File: src/vscsp_regs.svh
/*
 * constants of the vme slave control and status port: offsets, status bit
 * positions, decode fields and timing counts.
 * assumes inclusion by bare name from the package and the design file.
 */
`ifndef VSCSP_REGS_SVH
`define VSCSP_REGS_SVH

// ------------------------------------------------------------
// board window offsets (byte addresses within the window)
// ------------------------------------------------------------
`define VSCSP_OFS_STATUS 17'h00000
`define VSCSP_OFS_NMI_STROBE 17'h01001
`define VSCSP_OFS_RESTART_STROBE 17'h01801
`define VSCSP_DPR_START 17'h02000
`define VSCSP_CTRL_LIMIT 17'h02000
`define VSCSP_BIM_LAST 17'h0000f

// ------------------------------------------------------------
// status word field positions
// ------------------------------------------------------------
`define VSCSP_STAT_RESET_BIT 8
`define VSCSP_STAT_HALT_BIT 9
`define VSCSP_STAT_WDOG_BIT 10

// ------------------------------------------------------------
// address modifier codes accepted
// ------------------------------------------------------------
`define VSCSP_AM_NP_DATA 6'h39
`define VSCSP_AM_NP_PROG 6'h3a
`define VSCSP_AM_SV_DATA 6'h3d
`define VSCSP_AM_SV_PROG 6'h3e
`define VSCSP_AM_EXTRA 6'h3f

// ------------------------------------------------------------
// timing
// ------------------------------------------------------------
`define VSCSP_CLK_NS 40
`define VSCSP_RESTART_NS 4000
`define VSCSP_RESTART_CYC ((`VSCSP_RESTART_NS + `VSCSP_CLK_NS - 1) / `VSCSP_CLK_NS)
`define VSCSP_CNT_W 8

`endif

File: src/vscsp_pkg.sv
/*
 * types of the vme slave control and status port.
 * assumes vscsp_regs.svh is on the include path.
 */
`include "vscsp_regs.svh"

package vscsp_pkg;

    // ------------------------------------------------------------
    // cycle handling states
    // ------------------------------------------------------------
    typedef enum logic [1:0]
    {
        VSCSP_IDLE = 2'b00,
        VSCSP_ACK = 2'b01,
        VSCSP_WAIT_END = 2'b11
    } vscsp_state_t;

    // vme cycle request after synchronisation
    typedef struct packed
    {
        logic strobe;
        logic write;
        logic word;
        logic iack;
        logic [5:0] am;
        logic [23:1] addr;
        logic lds;
        logic uds;
        logic [15:0] wdata;
    } vscsp_vme_req_t;

    // local side status inputs
    typedef struct packed
    {
        logic cpu_reset_n;
        logic cpu_halt_n;
        logic wdog_ok;
    } vscsp_local_t;

    // state of the port, apart from the synchronisers and the ram select flop
    typedef struct packed
    {
        vscsp_state_t state;
        logic dtack;
        logic [15:0] rdata;
        logic data_oe;
        logic nmi_pulse;
        logic restart_active;
        logic [`VSCSP_CNT_W-1:0] restart_cnt;
        logic [3:0] irq_pend;
        logic [3:0][2:0] irq_level;
        logic [3:0] irq_enable;
        logic [3:0][7:0] irq_vector;
        logic [7:1] irq_out;
        logic sel_led;
        logic bim_cs;
    } vscsp_state_bundle_t;

endpackage

File: src/vscsp_port.sv
/*
 * vme slave control window: status word, four channel bus interrupter,
 * local nmi trigger and local cold restart trigger.
 * assumes vme strobes and switch arrive asynchronously and are
 * synchronised here; local status inputs come from the local clock domain.
 */
`timescale 1ns/1ps
`default_nettype none
`include "vscsp_regs.svh"

// Overview of operation
// - byte read at offset 0x001001 triggers a level-7 local interrupt strobe.
// - that strobe drives handshake input one of the parallel interface timer.
// - eight byte interrupter registers, reachable only from vme, never locally.
// - four independent interrupter channels, each with enable, level and vector.
// - local and vme interrupt logic share no hardware path.
// - pending vme requests survive local restart; of the resets, only vme system reset clears them.
// - pending request clears when its matching acknowledge cycle completes.
// - word read at base returns status in bits 8 to 10, read only.
// - word read of interrupter adds status; word write equals odd byte write.
// - bit 8 reads 0 while local reset is low, else 1.
// - bit 9 reads 0 while local halt is low, else 1.
// - halted local processor restarts only by system reset or restart strobe.
// - bit 10 mirrors the watchdog output.
// - watchdog triggers stop while halted; recovery without board reset allowed.
// - control area in first 8 Kbyte; dual port ram from 0x2000 upward.
// - byte read at 0x001801 makes a local reset pulse long enough for cold start.
// - restart strobe leaves interrupter registers and request flops untouched.
// - respond to non-acknowledge cycles only with accepted modifier, address in range, switch at run.
// - select compares address 23 to 17 against configured base.

module vscsp_port
(
    // clock and vme system reset
    input wire logic clock,
    input wire logic sys_rst,
    // vme slave cycle (asynchronous)
    input wire logic vme_as_n,
    input wire logic vme_ds0_n,
    input wire logic vme_ds1_n,
    input wire logic vme_write_n,
    input wire logic vme_lword_n,
    input wire logic vme_iack_n,
    input wire logic [5:0] vme_am,
    input wire logic [23:1] vme_addr,
    input wire logic [15:0] vme_data_in,
    output logic [15:0] vme_data_out,
    output logic vme_data_oe,
    output logic vme_dtack,
    output logic [7:1] vme_irq,
    // board configuration
    input wire logic [6:0] base_sel,
    input wire logic [2:0] am_enable,
    input wire logic run_switch,
    // local side (local clock domain)
    input wire logic cpu_reset_n,
    input wire logic cpu_halt_n,
    input wire logic wdog_ok,
    input wire logic [3:0] local_irq_trigger,
    output logic handshake_input_one,
    output logic local_restart,
    output logic access_led,
    output logic dpr_select
);

    // ------------------------------------------------------------
    // synchronisers for vme pins and switch
    // ------------------------------------------------------------
    logic [4:0] sync_a;
    logic [4:0] sync_b;
    logic dpr_sel_q;

    // two flops per asynchronous control level
    always_ff @(posedge clock)
    begin
        if (sys_rst)
        begin
            sync_a <= 5'h1f;
            sync_b <= 5'h1f;
        end
        else
        begin
            sync_a <= {vme_as_n, vme_ds0_n, vme_ds1_n, vme_iack_n, ~run_switch};
            sync_b <= sync_a;
        end
    end

    logic as_s;
    logic ds_any;
    logic iack_s;
    logic run_s;
    assign as_s = ~sync_b[4];
    assign ds_any = ~sync_b[3] | ~sync_b[2];
    assign iack_s = ~sync_b[1];
    assign run_s = ~sync_b[0];

    // ------------------------------------------------------------
    // two flop capture of direction, modifier, address and data
    // ------------------------------------------------------------
    logic [45:0] bus_a;
    logic [45:0] bus_b;
    logic write_n_s;
    logic [5:0] am_s;
    logic [23:1] addr_s;
    logic [15:0] wdata_s;

    // qualifiers travel with the strobes, so decode sees one settled set
    always_ff @(posedge clock)
    begin
        if (sys_rst)
        begin
            bus_a <= {1'b1, 45'h0};
            bus_b <= {1'b1, 45'h0};
        end
        else
        begin
            bus_a <= {vme_write_n, vme_am, vme_addr, vme_data_in};
            bus_b <= bus_a;
        end
    end

    assign write_n_s = bus_b[45];
    assign am_s = bus_b[44:39];
    assign addr_s = bus_b[38:16];
    assign wdata_s = bus_b[15:0];

    // ------------------------------------------------------------
    // decode
    // ------------------------------------------------------------
    logic [16:0] ofs;
    logic am_ok;
    logic sel;
    logic ctrl_hit;
    logic word_acc;
    logic [2:0] bim_idx;
    logic [15:0] stat_word;

    // a0 is high when only the odd (low) lane strobes
    assign ofs = {addr_s[16:1], sync_b[2]};
    assign word_acc = ~sync_b[3] & ~sync_b[2];
    // accepted modifier set per jumper group
    assign am_ok = (am_enable == 3'h0)
        | (am_enable[0] & (am_s == `VSCSP_AM_NP_DATA | am_s == `VSCSP_AM_NP_PROG))
        | (am_enable[1] & (am_s == `VSCSP_AM_SV_DATA | am_s == `VSCSP_AM_SV_PROG))
        | (am_enable[2] & (am_s == `VSCSP_AM_EXTRA));
    // board select on a 128 Kbyte boundary
    assign sel = am_ok & run_s & (addr_s[23:17] == base_sel);
    assign ctrl_hit = sel & (ofs < `VSCSP_CTRL_LIMIT);
    assign bim_idx = addr_s[3:1];

    // status bits straight from local lines, read only
    always_comb
    begin
        stat_word = 16'h0000;
        stat_word[`VSCSP_STAT_RESET_BIT] = cpu_reset_n;
        stat_word[`VSCSP_STAT_HALT_BIT] = cpu_halt_n;
        stat_word[`VSCSP_STAT_WDOG_BIT] = wdog_ok;
    end

    // ------------------------------------------------------------
    // state
    // ------------------------------------------------------------
    vscsp_pkg::vscsp_state_bundle_t cur;
    vscsp_pkg::vscsp_state_bundle_t next_cur;

    // matching acknowledge: level on a3..a1 equals a pending channel level
    logic [2:0] iack_level;
    logic [3:0] ack_hit;
    logic [3:0] ack_first;
    assign iack_level = addr_s[3:1];

    // per channel acknowledge match, lowest channel first
    genvar ch;
    generate
        for (ch = 0; ch < 4; ch++)
        begin : g_ack
            assign ack_hit[ch] = cur.irq_pend[ch] & (cur.irq_level[ch] == iack_level);
            if (ch == 0)
            begin : g_first
                assign ack_first[ch] = ack_hit[ch];
            end
            else
            begin : g_rest
                assign ack_first[ch] = ack_hit[ch] & ~|ack_hit[ch-1:0];
            end
        end
    endgenerate

    // next state of the whole port
    always_comb
    begin
        next_cur = cur;
        next_cur.nmi_pulse = 1'b0;
        next_cur.bim_cs = 1'b0;
        // restart pulse counts down, touching nothing of the interrupter
        if (cur.restart_active)
        begin
            if (cur.restart_cnt == `VSCSP_CNT_W'(1))
            begin
                next_cur.restart_active = 1'b0;
            end
            next_cur.restart_cnt = cur.restart_cnt - `VSCSP_CNT_W'(1);
        end
        case (cur.state)
            vscsp_pkg::VSCSP_IDLE:
            begin
                // acknowledge cycles carry the level, not the board address
                if (as_s & ds_any & iack_s & |ack_first)
                begin
                    // acknowledge completes: hand vector, drop request
                    for (int i = 0; i < 4; i++)
                    begin
                        if (ack_first[i])
                        begin
                            next_cur.rdata = {8'h00, cur.irq_vector[i]};
                            next_cur.irq_pend[i] = 1'b0;
                        end
                    end
                    next_cur.data_oe = 1'b1;
                    next_cur.dtack = 1'b1;
                    next_cur.sel_led = 1'b1;
                    next_cur.state = vscsp_pkg::VSCSP_ACK;
                end
                else if (as_s & ds_any & ~iack_s & ctrl_hit)
                begin
                    next_cur.sel_led = 1'b1;
                    next_cur.rdata = 16'h0000;
                    if (ofs <= `VSCSP_BIM_LAST)
                    begin
                        // interrupter bytes, odd addresses, vme side only
                        next_cur.bim_cs = 1'b1;
                        if (~write_n_s)
                        begin
                            // word write acts as the odd byte write
                            case (bim_idx[2])
                                1'b0:
                                begin
                                    next_cur.irq_enable[bim_idx[1:0]] = wdata_s[4];
                                    next_cur.irq_level[bim_idx[1:0]] = wdata_s[2:0];
                                end
                                default:
                                begin
                                    next_cur.irq_vector[bim_idx[1:0]] = wdata_s[7:0];
                                end
                            endcase
                        end
                        else
                        begin
                            next_cur.rdata[7:0] = bim_idx[2]
                                ? cur.irq_vector[bim_idx[1:0]]
                                : {3'h0, cur.irq_enable[bim_idx[1:0]], 1'b0,
                                   cur.irq_level[bim_idx[1:0]]};
                            if (word_acc)
                            begin
                                next_cur.rdata[15:8] = stat_word[15:8];
                            end
                        end
                    end
                    else if (write_n_s & word_acc & ofs == `VSCSP_OFS_STATUS)
                    begin
                        next_cur.rdata = stat_word;
                    end
                    else if (write_n_s & ofs == `VSCSP_OFS_NMI_STROBE)
                    begin
                        next_cur.nmi_pulse = 1'b1;
                    end
                    else if (write_n_s & ofs == `VSCSP_OFS_RESTART_STROBE)
                    begin
                        next_cur.restart_active = 1'b1;
                        next_cur.restart_cnt = `VSCSP_CNT_W'(`VSCSP_RESTART_CYC);
                    end
                    next_cur.data_oe = write_n_s;
                    next_cur.dtack = 1'b1;
                    next_cur.state = vscsp_pkg::VSCSP_ACK;
                end
            end
            vscsp_pkg::VSCSP_ACK:
            begin
                // hold answer until strobes go away
                if (~ds_any)
                begin
                    next_cur.dtack = 1'b0;
                    next_cur.data_oe = 1'b0;
                    next_cur.state = vscsp_pkg::VSCSP_WAIT_END;
                end
            end
            vscsp_pkg::VSCSP_WAIT_END:
            begin
                next_cur.sel_led = 1'b0;
                if (~as_s)
                begin
                    next_cur.state = vscsp_pkg::VSCSP_IDLE;
                end
            end
            default:
            begin
                next_cur.state = vscsp_pkg::VSCSP_IDLE;
            end
        endcase
        // local requests set pending after the acknowledge, so a set wins
        for (int i = 0; i < 4; i++)
        begin
            if (local_irq_trigger[i] & cur.irq_enable[i] & (cur.irq_level[i] != 3'h0))
            begin
                next_cur.irq_pend[i] = 1'b1;
            end
        end
        // request lines per level; no local interrupt path here
        next_cur.irq_out = 7'h00;
        for (int i = 0; i < 4; i++)
        begin
            if (next_cur.irq_pend[i] & next_cur.irq_level[i] != 3'h0)
            begin
                next_cur.irq_out[next_cur.irq_level[i]] = 1'b1;
            end
        end
    end

    // only the vme system reset clears the port state
    always_ff @(posedge clock)
    begin
        if (sys_rst)
        begin
            cur <= '0;
            dpr_sel_q <= 1'b0;
        end
        else
        begin
            cur <= next_cur;
            dpr_sel_q <= as_s & ~iack_s & sel & (ofs >= `VSCSP_DPR_START);
        end
    end

    // ------------------------------------------------------------
    // outputs, all from flops
    // ------------------------------------------------------------
    assign vme_data_out = cur.rdata;
    assign vme_data_oe = cur.data_oe;
    assign vme_dtack = cur.dtack;
    assign vme_irq = cur.irq_out;
    assign handshake_input_one = cur.nmi_pulse;
    assign local_restart = cur.restart_active;
    assign access_led = cur.sel_led;
    assign dpr_select = dpr_sel_q;

endmodule
`default_nettype wire

File: config.mk
export PLATFORM = sky130hd
export DESIGN_NAME = vscsp_port
export DESIGN_NICKNAME = d
export VERILOG_FILES = /design/src/vscsp_pkg.sv /design/src/vscsp_port.sv
export VERILOG_INCLUDE_DIRS = /design/src /design/src/src
export SDC_FILE = /design/constraint.sdc
export NUM_CORES = 1
export LEC_CHECK = 0
export BUFFER_PORTS_ARGS = -buffer_cell sky130_fd_sc_hd__buf_2
export CORE_MARGIN = 10
export CORE_UTILIZATION = 45
export CTS_BUF_LIST = sky130_fd_sc_hd__clkbuf_2 sky130_fd_sc_hd__clkbuf_4 sky130_fd_sc_hd__clkbuf_8
export CTS_CLUSTER_DIAMETER = 30
export DETAILED_ROUTE_END_ITERATION = 8
export GPL_TIMING_DRIVEN = 0
export MAX_ROUTING_LAYER = met4
export PLACE_DENSITY = 0.67
export SLEW_MARGIN = 15
export SYNTH_ARGS = -nofsm -noshare
export SYNTH_HDL_FRONTEND = slang
export SYNTH_SLANG_ARGS = --single-unit
File: constraint.sdc
create_clock -name clock -period 2.4 [get_ports clock]
set_input_delay 0.36 -clock clock [delete_from_list [all_inputs] [get_ports clock]]
set_output_delay 0.36 -clock clock [all_outputs]
set_load 0.1 [all_outputs]
Word-level counts from Yosys, hierarchy flattened:

Cells that the tools add are included.

* output and inout bits: 29
* input bits: 71
* register bits: 193
* word-level logic and storage cells: 219

* $add $sub $neg: 1
* bitwise logic cells: 58
* muxes and demuxes: 72
* reductions and logical operators: 32
* eq/ne operators: 19
* magnitude comparators: 13

Operators with widths (count)
* 48-bit two-way mux: 4
* 16-bit two-way mux: 6
* 61-bit two-way mux: 1
* 1-bit bitwise AND: 38
* 9-bit two-way mux: 4
* 17-bit by 13-bit equality test with 1-bit output, second input constant: 2
* 32-bit bitwise mux: 1
* 32-bit two-way mux: 1
* 6-bit equality test, second input constant: 5
* 30-bit two-way mux: 1
* 7-bit two-way mux: 4
* 8-bit two-way mux: 3
* 3-bit nonzero test: 8
* 11-bit two-way mux: 2
* 7-bit bitwise OR: 3
* 10-bit two-way mux: 2
* 20-bit two-way mux: 1
* 1-bit two-way mux: 19
* 17-bit by 14-bit >= comparator with 1-bit output, second input constant: 1
* 17-bit by 4-bit <= comparator with 1-bit output, second input constant: 1
* 17-bit logical NOT: 1
* 17-bit by 14-bit < comparator with 1-bit output, second input constant: 1
* 8-bit binary-select mux with 2-bit select: 1
* 8-bit demux with 2-bit select: 1
* 39 further kinds: 84

Logic depth before layout (Yosys ltp):

Gate-level depths: netlist of the first run.

* word-level depth: 24
* gate-level depth with buffers: 10

Worst setup path after synthesis of the first run:

OpenSTA, ideal clock, no wires.

* kind: flip-flop to flip-flop
* start: register cur[47] (netlist name)
* end: register cur, in the netlist vme_irq[7]
* arrival time: 2192 ps
* cell stages (with the launch flop): 11
* period minus slack after synthesis: 2274 ps
* data required time: 2318 ps
* slack: 126 ps
* path through: dfxtp_1 clkbuf_1 xnor2_1 nand4_1 nand2b_1 buf_2 o21ai_1 and2_1 clkbuf_1 or4_1 o2111ai_1

* cells in the longest elaborated chain, start to end: 20

RTL lines
* start: declaration: RTL line vscsp_port.sv:163 `vscsp_pkg::vscsp_state_bundle_t cur;`
* start signal: assignment: RTL line vscsp_port.sv:329 `cur <= next_cur;`
* 3-bit equality test: RTL line vscsp_port.sv:177 `assign ack_hit[ch] = cur.irq_pend[ch] & (cur.irq_level[ch] == iack_level);`
* 1-bit bitwise AND: RTL line vscsp_port.sv:177
* 3-bit OR reduction or 2-bit OR reduction (tied branches): RTL line vscsp_port.sv:184 `assign ack_first[ch] = ack_hit[ch] & ~|ack_hit[ch-1:0];`
* 1-bit logical NOT: RTL line vscsp_port.sv:184
* 1-bit bitwise AND: RTL line vscsp_port.sv:184
* 4-bit OR reduction: RTL line vscsp_port.sv:208 `if (as_s & ds_any & iack_s & |ack_first)`
* 1-bit bitwise AND: RTL line vscsp_port.sv:208
* 48-bit two-way mux: RTL line vscsp_port.sv:208
* (+4 left out)
* 1-bit demux with 3-bit select: RTL line vscsp_port.sv:314 `next_cur.irq_out[next_cur.irq_level[i]] = 1'b1;`
* 7-bit two-way mux: RTL line vscsp_port.sv:312 `if (next_cur.irq_pend[i] & next_cur.irq_level[i] != 3'h0)`
* 7-bit bitwise OR (no source line)
* 7-bit two-way mux: RTL line vscsp_port.sv:312
* 7-bit bitwise OR (no source line)
* 7-bit two-way mux: RTL line vscsp_port.sv:312
* 7-bit bitwise OR (no source line)
* 7-bit two-way mux *: RTL line vscsp_port.sv:312

Mark *: on every way between the ends. The rest lies on a longest branch, timed or not.
A chain may end at the register's enable or synchronous reset.

Final worst setup path of the first run:

* start: register cur[90] (netlist name)
* end: register cur, in the netlist vme_irq[3]

* cells in the longest elaborated chain, start to end: 13

RTL lines
* 2-bit logical NOT *: RTL line vscsp_port.sv:204 `case (cur.state)`
* 61-bit two-way mux *: RTL line vscsp_port.sv:204
* 3-bit by 4-bit < comparator with 1-bit output (not written as such) or 3-bit by 1-bit >= comparator with 1-bit output (tied branches): RTL line vscsp_port.sv:314
* 1-bit logical AND (not written as such): RTL line vscsp_port.sv:314
* 1-bit two-way mux (not written as such): RTL line vscsp_port.sv:314
* 1-bit demux with 3-bit select: RTL line vscsp_port.sv:314
* 7-bit two-way mux: RTL line vscsp_port.sv:312
* 7-bit bitwise OR (no source line)
* 7-bit two-way mux: RTL line vscsp_port.sv:312
* 7-bit bitwise OR (no source line)
* 7-bit two-way mux: RTL line vscsp_port.sv:312
* 7-bit bitwise OR (no source line)
* 7-bit two-way mux *: RTL line vscsp_port.sv:312

Marks and branches as above.

==> impl_metrics.json, run 1 <==
{
  "syn_area_um2": 7570,
  "drv_cap": 0,
  "slew_headroom": 0.419,
  "die_h_um": 150,
  "ys_seq_area_frac": 0.455,
  "grt_max_degree": 17,
  "cts_buffers": 17,
  "period_share": 1.00,
  "cts.sinks": 172,
  "path_clk_slew_ps": 90,
  "hold_path_class": "in -> reg",
  "post-synth-top-count-cell": "dfxtp_1",
  "fmax_mhz": 417,
  "cts_tree": "yes",
  "worstSetupStartpointType": "register",
  "synth_top_area_share": 0.455,
  "grt_overflow_total": 0,
  "synthArstFlopShare": 0,
  "ys_top_cells_by_area": "dfxtp_1, mux2i_1, nor2b_1",
  "synthToLayoutAreaGrowth_pct": 19.5,
  "crit_path_top_delay_cell": "or4_4",
  "power_density_nw_per_um2": 572,
  "dr_total_vias": 5881,
  "clockBufferDepth": 2,
  "synth_edf_count": 0,
  "fin_crit_ps": 2400,
  "clk_latency_ps": 460,
  "drc": 0,
  "seqCellArea_um2": 3460,
  "io_buffers": 85,
  "worst_ep_arrival_time_ps": 2770,
  "slowest_delay_ps": 530,
  "design_area_um2": 9040,
  "post_dp_cell_area_um2": 8280,
  "status": "completed",
  "grt_pass1_vias": 5650,
  "dp_cells": 1067,
  "synthFlopType": "dfxtp_1",
  "dieArea_um2": 22400,
  "required_ps": 2770,
  "clockRootBuffer": "clkbuf_8",
  "ir_drop_uv": 310,
  "ys_ff_latch": 172,
  "drv_slew": 0,
  "grtUsageTotal": 0.173,
  "drive_above_1_share": 0.291,
  "viasPerCell": 5.26,
  "wl_per_cell_um": 16.9,
  "tightest_slew_ps": 872,
  "nets": 959,
  "gp_congestion": 0.886,
  "n_fill_cell": 1469,
  "drtIter0Drc": 417,
  "wirelength_mm": 18.9,
  "timing.hold.ws_ps": 53.9,
  "synth_top_cells_by_count": "dfxtp_1, nor2_1, nor2b_1, mux2i_1, clkbuf_1",
  "syn-mean-instance-area_um2": 9.98,
  "stdcell_count": 1118,
  "diodes": 0,
  "total_power_w": 0.00518,
  "antenna_found_initial": 1,
  "rsz0062_at_grt": "yes",
  "row_count": 47,
  "h-tree-depth": 4,
  "ioPinCount": 100,
  "dpl.hpwl_mm": 13.4,
  "finalSetupViolCount": 0,
  "clock_skew_ps": 14.0,
  "yosysTopAreaCell": "dfxtp_1",
  "critPathKind": "reg -> reg",
  "finalHoldViolCount": 0,
  "path_cells": "nor4_4 > nand2_2 > nor4_2 > nand3_1 > buf_6 > mux2i_4 > or4_4 > o211ai_1",
  "start_util": 0.458,
  "die_w_um": 150,
  "synth_cell_types": 69,
  "p_leak_nw": 3.99,
  "yosysWarnings": 0,
  "ant_nets": 0,
  "first_pass_iters": 6,
  "coreArea_um2": 16500,
  "netlist_instances": 758,
  "grt_pass1_wl_mm": 29.8,
  "endpoint_kind": "register",
  "multi_input_area_um2": 3880,
  "path_max_fanout": 6
}
## sequential cells by signal, indices dropped and copies added (netlist names)
signal               cells
cur                     62
bus_a                   38
bus_b                   38
vme_data_out            11
vme_irq                  7
sync_a                   5
sync_b                   5
access_led               1
dpr_select               1
handshake_input_one      1
local_restart            1
vme_data_oe              1
vme_dtack                1
## worst paths after layout
| path | depth (start not counted) | slack (ps) | to | from |
|---|---|---|---|---|
| hold / removal | 2 | 50 | sync_a[0] | run_switch |
| hold reg to reg | 1 | 420 | sync_b[2] | sync_a[2] |
| setup reg to reg | 8 | 0.9 | vme_irq[3] | cur[90] |
| setup / recovery | 8 | 0.9 | vme_irq[3] | cur[90] |
## cell type report
cell class | instances | area share
Multi-Input combinational cell | 509 | 0.429
Sequential cell | 172 | 0.382
Timing Repair Buffer | 111 | 0.0690
Buffer | 71 | 0.0473
Tap cell | 220 | 0.0304
Clock buffer | 19 | 0.0282
Clock inverter | 12 | 0.0116
Inverter | 4 | 0.00166
## per-layer routing
metal  GRT usage  part of all wire
met1       0.215              0.45
met2       0.273              0.48
met3      0.0402             0.057
met4      0.0554             0.014
met5           -                 0
## kinds of logic (layout without fill, tap and decap cells)
logic type | Yosys count | count (layout) | share of synthesized area
flip-flops | 172 | 172 | 0.455
multiplexers | 94 | 94 | 0.147
adder cells (fa/ha/maj) | 2 | 2 | 0.00331
other | 1 | 5 | 0.000496
XOR/XNOR | 27 | 27 | 0.0312
AND/OR/NAND/NOR | 302 | 302 | 0.233
buffers and inverters | 81 | 217 | 0.0556
AO/OA/AOI/OAI | 79 | 79 | 0.0739
## stage by stage
| stage | util | worst slack [ps] | setup TNS (ps) |
|---|---|---|---|
| 2_1_floorplan | - | 126 | 0 |
| 3_3_place_gp | 0.501 | -391 | -6440 |
| 3_5_place_dp | 0.501 | -418 | -7410 |
| 4_1_cts | 0.536 | 2.02 | 0 |
| 5_1_grt | 0.547 | -85.7 | -1630 |
| 6_report | 0.547 | 0.883 | 0 |
## layout by cell type, fill, tap and decap left out, types with 5 or more instances in the layout
master and count:
o21ai_2 5, clkbuf_8 18, nand4_1 13, xnor2_1 18
mux4_2 12, xor2_1 5, conb_1 5, nor3b_1 8
dfxtp_1 164, and2_1 5, a211o_1 5, nor3_1 8
and3_1 5, buf_4 51, nand3_1 9, o22ai_1 6
o21ai_1 5, mux2i_1 75, nand2_1 25, nand2b_1 7
dfxtp_2 6, buf_6 7, buf_2 89, nor4_4 5
a21oi_1 15, or2_2 11, inv_6 5, clkbuf_1 29
nor2b_1 81, a211oi_1 9, nor4_1 5, nor2_1 83
## power breakdown
part	switching [W]	total, W	internal [W]	leakage, nW
registers	0.0000301	0.00295	0.00292	1.41
logic	0.000211	0.000358	0.000148	2.41
clock network	0.00109	0.00187	0.000778	0.179
## critical path, delay by kind of cell, from the launching register on
family,cells,cell delay [ps]
DFF,1,390
muxes,1,210
buffers and inverters,1,170
and+or+nand+nor,5,1430
AOI/OAI and AO/OA,1,110
## repair_timing
action                     4_1_cts  5_1_grt
hold buffers                     0        0
pin swaps                       18       17
buffers inserted                17        9
setup endpoints to repair       54       55
cloned                           0        0
resized for setup               25       47
Note: power is estimated with default switching activity, not from simulation.
==> run 2: changes to the inputs <==
--- a/config.mk
+++ b/config.mk
@@ -14,7 +14,7 @@
 export DETAILED_ROUTE_END_ITERATION = 8
 export GPL_TIMING_DRIVEN = 0
 export MAX_ROUTING_LAYER = met4
-export PLACE_DENSITY = 0.67
+export SKIP_CTS_REPAIR_TIMING = 1
 export SLEW_MARGIN = 15
 export SYNTH_ARGS = -nofsm -noshare
 export SYNTH_HDL_FRONTEND = slang
==> constraint.sdc (replaced) <==
create_clock -name clock -period 2.52 [get_ports clock]
set_input_delay 0.378 -clock clock [delete_from_list [all_inputs] [get_ports clock]]
set_output_delay 0.378 -clock clock [all_outputs]
set_load 0.1 [all_outputs]
==> impl_metrics.json, run 2 (synthesis gave the netlist of run 1 again) <==
{
  "h-tree-depth": 4,
  "wirelength_mm": 20.1,
  "path_clk_slew_ps": 100,
  "critPathKind": "reg -> reg",
  "p_int_w": 0.00384,
  "first_pass_iters": 5,
  "finalSetupViolCount": 0,
  "diodes": 0,
  "clk_latency_ps": 480,
  "drive_above_1_share": 0.269,
  "pre_cts_ws_ps": -323,
  "period_share": 0.972,
  "gp_congestion": 0.891,
  "drtIter0Drc": 392,
  "worstSetupStartpointType": "register",
  "cts_tree": "yes",
  "grtUsageTotal": 0.186,
  "final_util": 0.541,
  "start_util": 0.458,
  "grt_overflow_total": 0,
  "ant_nets": 0,
  "clockRootBuffer": "clkbuf_8",
  "wl_per_cell_um": 18.2,
  "die_w_um": 150,
  "largest_reg_flops": 62,
  "switching_share": 0.251,
  "grt_pass1_vias": 5943,
  "design_area_um2": 8930,
  "dpl.hpwl_mm": 14.7,
  "dr_total_vias": 5798,
  "power_density_nw_per_um2": 574,
  "antenna_found_initial": 0,
  "layout_commonest_cell": "dfxtp_1",
  "final_cell_mix": "dfxtp_1, buf_2, nor2_1",
  "p_comb_frac": 0.065,
  "power.share.clock": 0.388,
  "tightest_slew_ps": 759,
  "fmax_mhz": 408,
  "required_ps": 2890,
  "clockBufferDepth": 2,
  "grt_pass1_wl_mm": 31.6,
  "cts.sinks": 172,
  "viasPerCell": 5.24,
  "io_buffers": 85,
  "drv_slew": 0,
  "path_max_fanout": 10,
  "slew_headroom": 0.494,
  "row_count": 47,
  "top_regs": "cur (62), bus_a (38), bus_b (38)",
  "dieArea_um2": 22400,
  "grt_max_degree": 17,
  "post_dp_cell_area_um2": 8280,
  "synthToLayoutAreaGrowth_pct": 18.1,
  "dp_cells": 1067,
  "coreArea_um2": 16500,
  "rsz0062_at_grt": "yes",
  "stdcell_count": 1106,
  "clock_skew_ps": 14.9,
  "cts_buffers": 17,
  "status": "completed",
  "p_seq_frac": 0.547,
  "timing.final.ws_setup_ps": 71.1,
  "switchingPower_w": 0.00129,
  "worst_ep_arrival_time_ps": 2820,
  "die_h_um": 150,
  "ir_drop_uv": 379,
  "hold_path_class": "in -> reg",
  "top_register": "cur",
  "drc": 0,
  "drv_cap": 0,
  "nets": 946,
  "endpoint_kind": "register",
  "p_leak_nw": 3.94,
  "fin_crit_ps": 2450,
  "ioPinCount": 100,
  "finalHoldViolCount": 0
}
==> run 2: cell count changes in the layout (fill, tap and decap cells not counted), sizes merged <==
| cell | previous run | this run |
|---|---|---|
| buf | 148 | 138 |
| clkbuf | 53 | 50 |
| bufinv | 0 | 2 |
| inv | 10 | 9 |
==> run 2: worst paths after layout <==
kind / start / end / slack [ps] / cells past startpoint
hold reg to reg: sync_a[2] / sync_b[2] / 410 / 1
setup reg to reg: bus_b[17] / vme_data_out[1] / 70 / 7
setup / recovery: bus_b[17] / vme_data_out[1] / 70 / 7
hold / removal: run_switch / sync_a[0] / 90 / 2
==> run 2: through the flow <==
stage / hold WS (ps) / total power (W) / setup TNS [ps]
finish: 88.9 / 0.00513 / 0
detailed placement: 394 / 0.00318 / -4120
global placement: 399 / 0.00318 / -1480
floorplan: 389 / 0.00307 / 0
CTS: 69.0 / 0.00515 / -4740
global route: 64.0 / 0.00534 / -294
==> run 2: power groups by stage <==
stage | Clock [W] | Combinational [W] | Sequential [W]
4_1_cts | 0.00203 | 0.000314 | 0.00281
6_report | 0.00199 | 0.000335 | 0.00281
3_5_place_dp | 0 | 0.000313 | 0.00287
5_1_grt | 0.00216 | 0.000365 | 0.00281
3_3_place_gp | 0 | 0.000308 | 0.00287
2_1_floorplan | 0 | 0.000205 | 0.00286
==> run 2: final cells by class <==
type                    instances  area [um2]
plain buffers                  67         398
fillers                      1498        7590
clock inverters                13         160
multi-input cells             509        3830
flip-flops and latches        172        3460
well taps                     220         275
clock buffers                  19         249
inverters                       4        15.0
repair buffers                102         553
==> run 2: critical path: stages (launching register included) <==
cell and delay, ps:
dfxtp_1 390, buf_2 290, clkbuf_1 590, mux4_2 440
mux2i_1 150, nor2_1 60, a211oi_1 310, a21oi_1 120
==> run 2: layer usage <==
layer  GRT usage  part of all wire  up-vias
li1            -                 -     2845
met4      0.0559             0.013        0
met1       0.227              0.45     2773
met5           -                 0        -
met3      0.0386             0.050       25
met2       0.304              0.49      155
==> run 3: changes to the inputs <==
--- a/config.mk
+++ b/config.mk
@@ -7,13 +7,14 @@
 export NUM_CORES = 1
 export LEC_CHECK = 0
 export BUFFER_PORTS_ARGS = -buffer_cell sky130_fd_sc_hd__buf_2
-export CORE_MARGIN = 10
-export CORE_UTILIZATION = 45
+export CELL_PAD_IN_SITES_DETAIL_PLACEMENT = 0
+export CELL_PAD_IN_SITES_GLOBAL_PLACEMENT = 2
+export CORE_UTILIZATION = 38
 export CTS_BUF_LIST = sky130_fd_sc_hd__clkbuf_2 sky130_fd_sc_hd__clkbuf_4 sky130_fd_sc_hd__clkbuf_8
 export CTS_CLUSTER_DIAMETER = 30
 export DETAILED_ROUTE_END_ITERATION = 8
 export GPL_TIMING_DRIVEN = 0
-export MAX_ROUTING_LAYER = met4
+export PLACE_DENSITY_LB_ADDON = 0.1
 export SKIP_CTS_REPAIR_TIMING = 1
 export SLEW_MARGIN = 15
 export SYNTH_ARGS = -nofsm -noshare
==> impl_metrics.json, run 3 (synthesis gave the netlist of run 1 again) <==
{
  "status": "completed",
  "diodes": 0,
  "drv_cap": 0,
  "endpoint_kind": "register",
  "drv_slew": 0,
  "critPathKind": "reg -> reg",
  "period_share": 0.968,
  "ioPinCount": 100,
  "hold_end": "sync_a[0]",
  "timing.hold.ws_ps": 86.7,
  "final_cell_mix": "dfxtp_1, buf_2, nor2_1",
  "start_util": 0.389,
  "gp_congestion": 0.788,
  "grt_pass1_vias": 5638,
  "ant_nets": 0,
  "coreArea_um2": 19500,
  "worstReg2RegStart": "cur[90]",
  "min_from": "run_switch",
  "viasPerCell": 5.03,
  "h-tree-depth": 4,
  "required_ps": 2930,
  "first_pass_iters": 4,
  "fin_crit_ps": 2440,
  "drtIter0Drc": 270,
  "finalSetupViolCount": 0,
  "tightest_slew_ps": 717,
  "crit_path_top_delay_cell": "or4b_1",
  "synthToLayoutAreaGrowth_pct": 19.1,
  "dieArea_um2": 20500,
  "drc": 0,
  "dpl.hpwl_mm": 14.5,
  "io_buffers": 85,
  "p_leak_nw": 3.98,
  "clockRootBuffer": "clkbuf_8",
  "slew_headroom": 0.522,
  "die_h_um": 143,
  "top_register": "cur",
  "rrSetupSlack_ps": 80,
  "crit_start": "cur[90]",
  "worst_ep_arrival_time_ps": 2850,
  "layout_commonest_cell": "dfxtp_1",
  "path_cells": "buf_2 > nor4_4 > nand2_2 > nor4_1 > nand3_1 > buf_6 > mux2_4 > or4b_1 > nand4_1",
  "grt_overflow_total": 0,
  "reg2regPathDepth": 9,
  "nets": 950,
  "slowest_delay_ps": 470,
  "top_regs": "cur (62), bus_a (38), bus_b (38)",
  "wirelength_mm": 20.1,
  "cts.sinks": 172,
  "grt_max_degree": 20,
  "drive_above_1_share": 0.272,
  "ir_drop_uv": 304,
  "path_clk_slew_ps": 100,
  "post_dp_cell_area_um2": 8340,
  "path_max_fanout": 9,
  "hold_depth": 2,
  "grt_pass1_wl_mm": 30.8,
  "total_power_w": 0.00507,
  "clock_skew_ps": 19.5,
  "die_w_um": 143,
  "wl_per_cell_um": 17.4,
  "fmax_mhz": 410,
  "r2r_end": "vme_irq[5]",
  "n_fill_cell": 1897,
  "crit_family": "simple AND/OR/NAND/NOR gates",
  "clk_latency_ps": 470,
  "clockBufferDepth": 2,
  "antenna_found_initial": 0,
  "largest_reg_flops": 62,
  "hold_path_class": "in -> reg",
  "finalHoldViolCount": 0,
  "design_area_um2": 9010,
  "worstSetupStartpointType": "register",
  "worst-path-buf-inv": 2,
  "rsz0062_at_grt": "yes",
  "dr_total_vias": 5810,
  "cts_tree": "yes",
  "power_density_nw_per_um2": 562,
  "row_count": 51,
  "grtUsageTotal": 0.205,
  "cts_buffers": 17
}
[run 3: changes by cell type in the layout (fill, tap and decap cells not counted), moves of 3 or more]
| cell | before | now |
|---|---|---|
| inv_8 | 1 | 4 |
| nor4_2 | 3 | 0 |
| buf_2 | 90 | 93 |
| clkinv_8 | 1 | 5 |
| clkbuf_4 | 5 | 0 |
| nor4_1 | 3 | 6 |
[run 3: area by class of cell]
| type | count | area [um2] | share of cell area |
|---|---|---|---|
| inverters | 4 | 15.0 | 0.00167 |
| plain buffers | 69 | 404 | 0.0448 |
| clock buffers | 17 | 234 | 0.0260 |
| flip-flops and latches | 172 | 3450 | 0.383 |
| well taps | 265 | 332 | 0.0368 |
| multi-input cells | 509 | 3820 | 0.424 |
| repair buffers | 104 | 581 | 0.0644 |
| clock inverters | 15 | 175 | 0.0194 |
[run 3: through the flow]
step	setup WS (ps)	utilization	instances	TNS [ps]
floorplan	246	-	762	0
global placement	-350	0.428	1112	-2780
detailed placement	-327	0.428	1112	-4750
CTS	-368	0.450	1144	-5750
global route	-17.0	0.463	1155	-49.8
finish	81.1	0.463	1155	0
[run 3: how the worst max path moves through the flow]
stage	end	slack (ps)	cells after the start
floorplan	vme_irq[7]	250	10
global placement	vme_irq[7]	-350	10
detailed placement	vme_irq[7]	-330	10
CTS	vme_irq[7]	-370	10
global route	vme_irq[7]	-20	10
finish	vme_irq[5]	80	9
[run 3: layer usage]
metal,part of all wire,global-route usage,up-vias
met5,0,0,-
met4,0.019,0.0741,0
met3,0.044,0.0469,33
met2,0.48,0.342,157
met1,0.46,0.257,2758
li1,-,-,2862
[run 3: report_power, final]
part	leakage (nW)	internal, W	switching (W)
Sequential	1.41	0.00278	0.0000284
Combinational	2.37	0.000133	0.000201
Clock	0.207	0.000757	0.00117
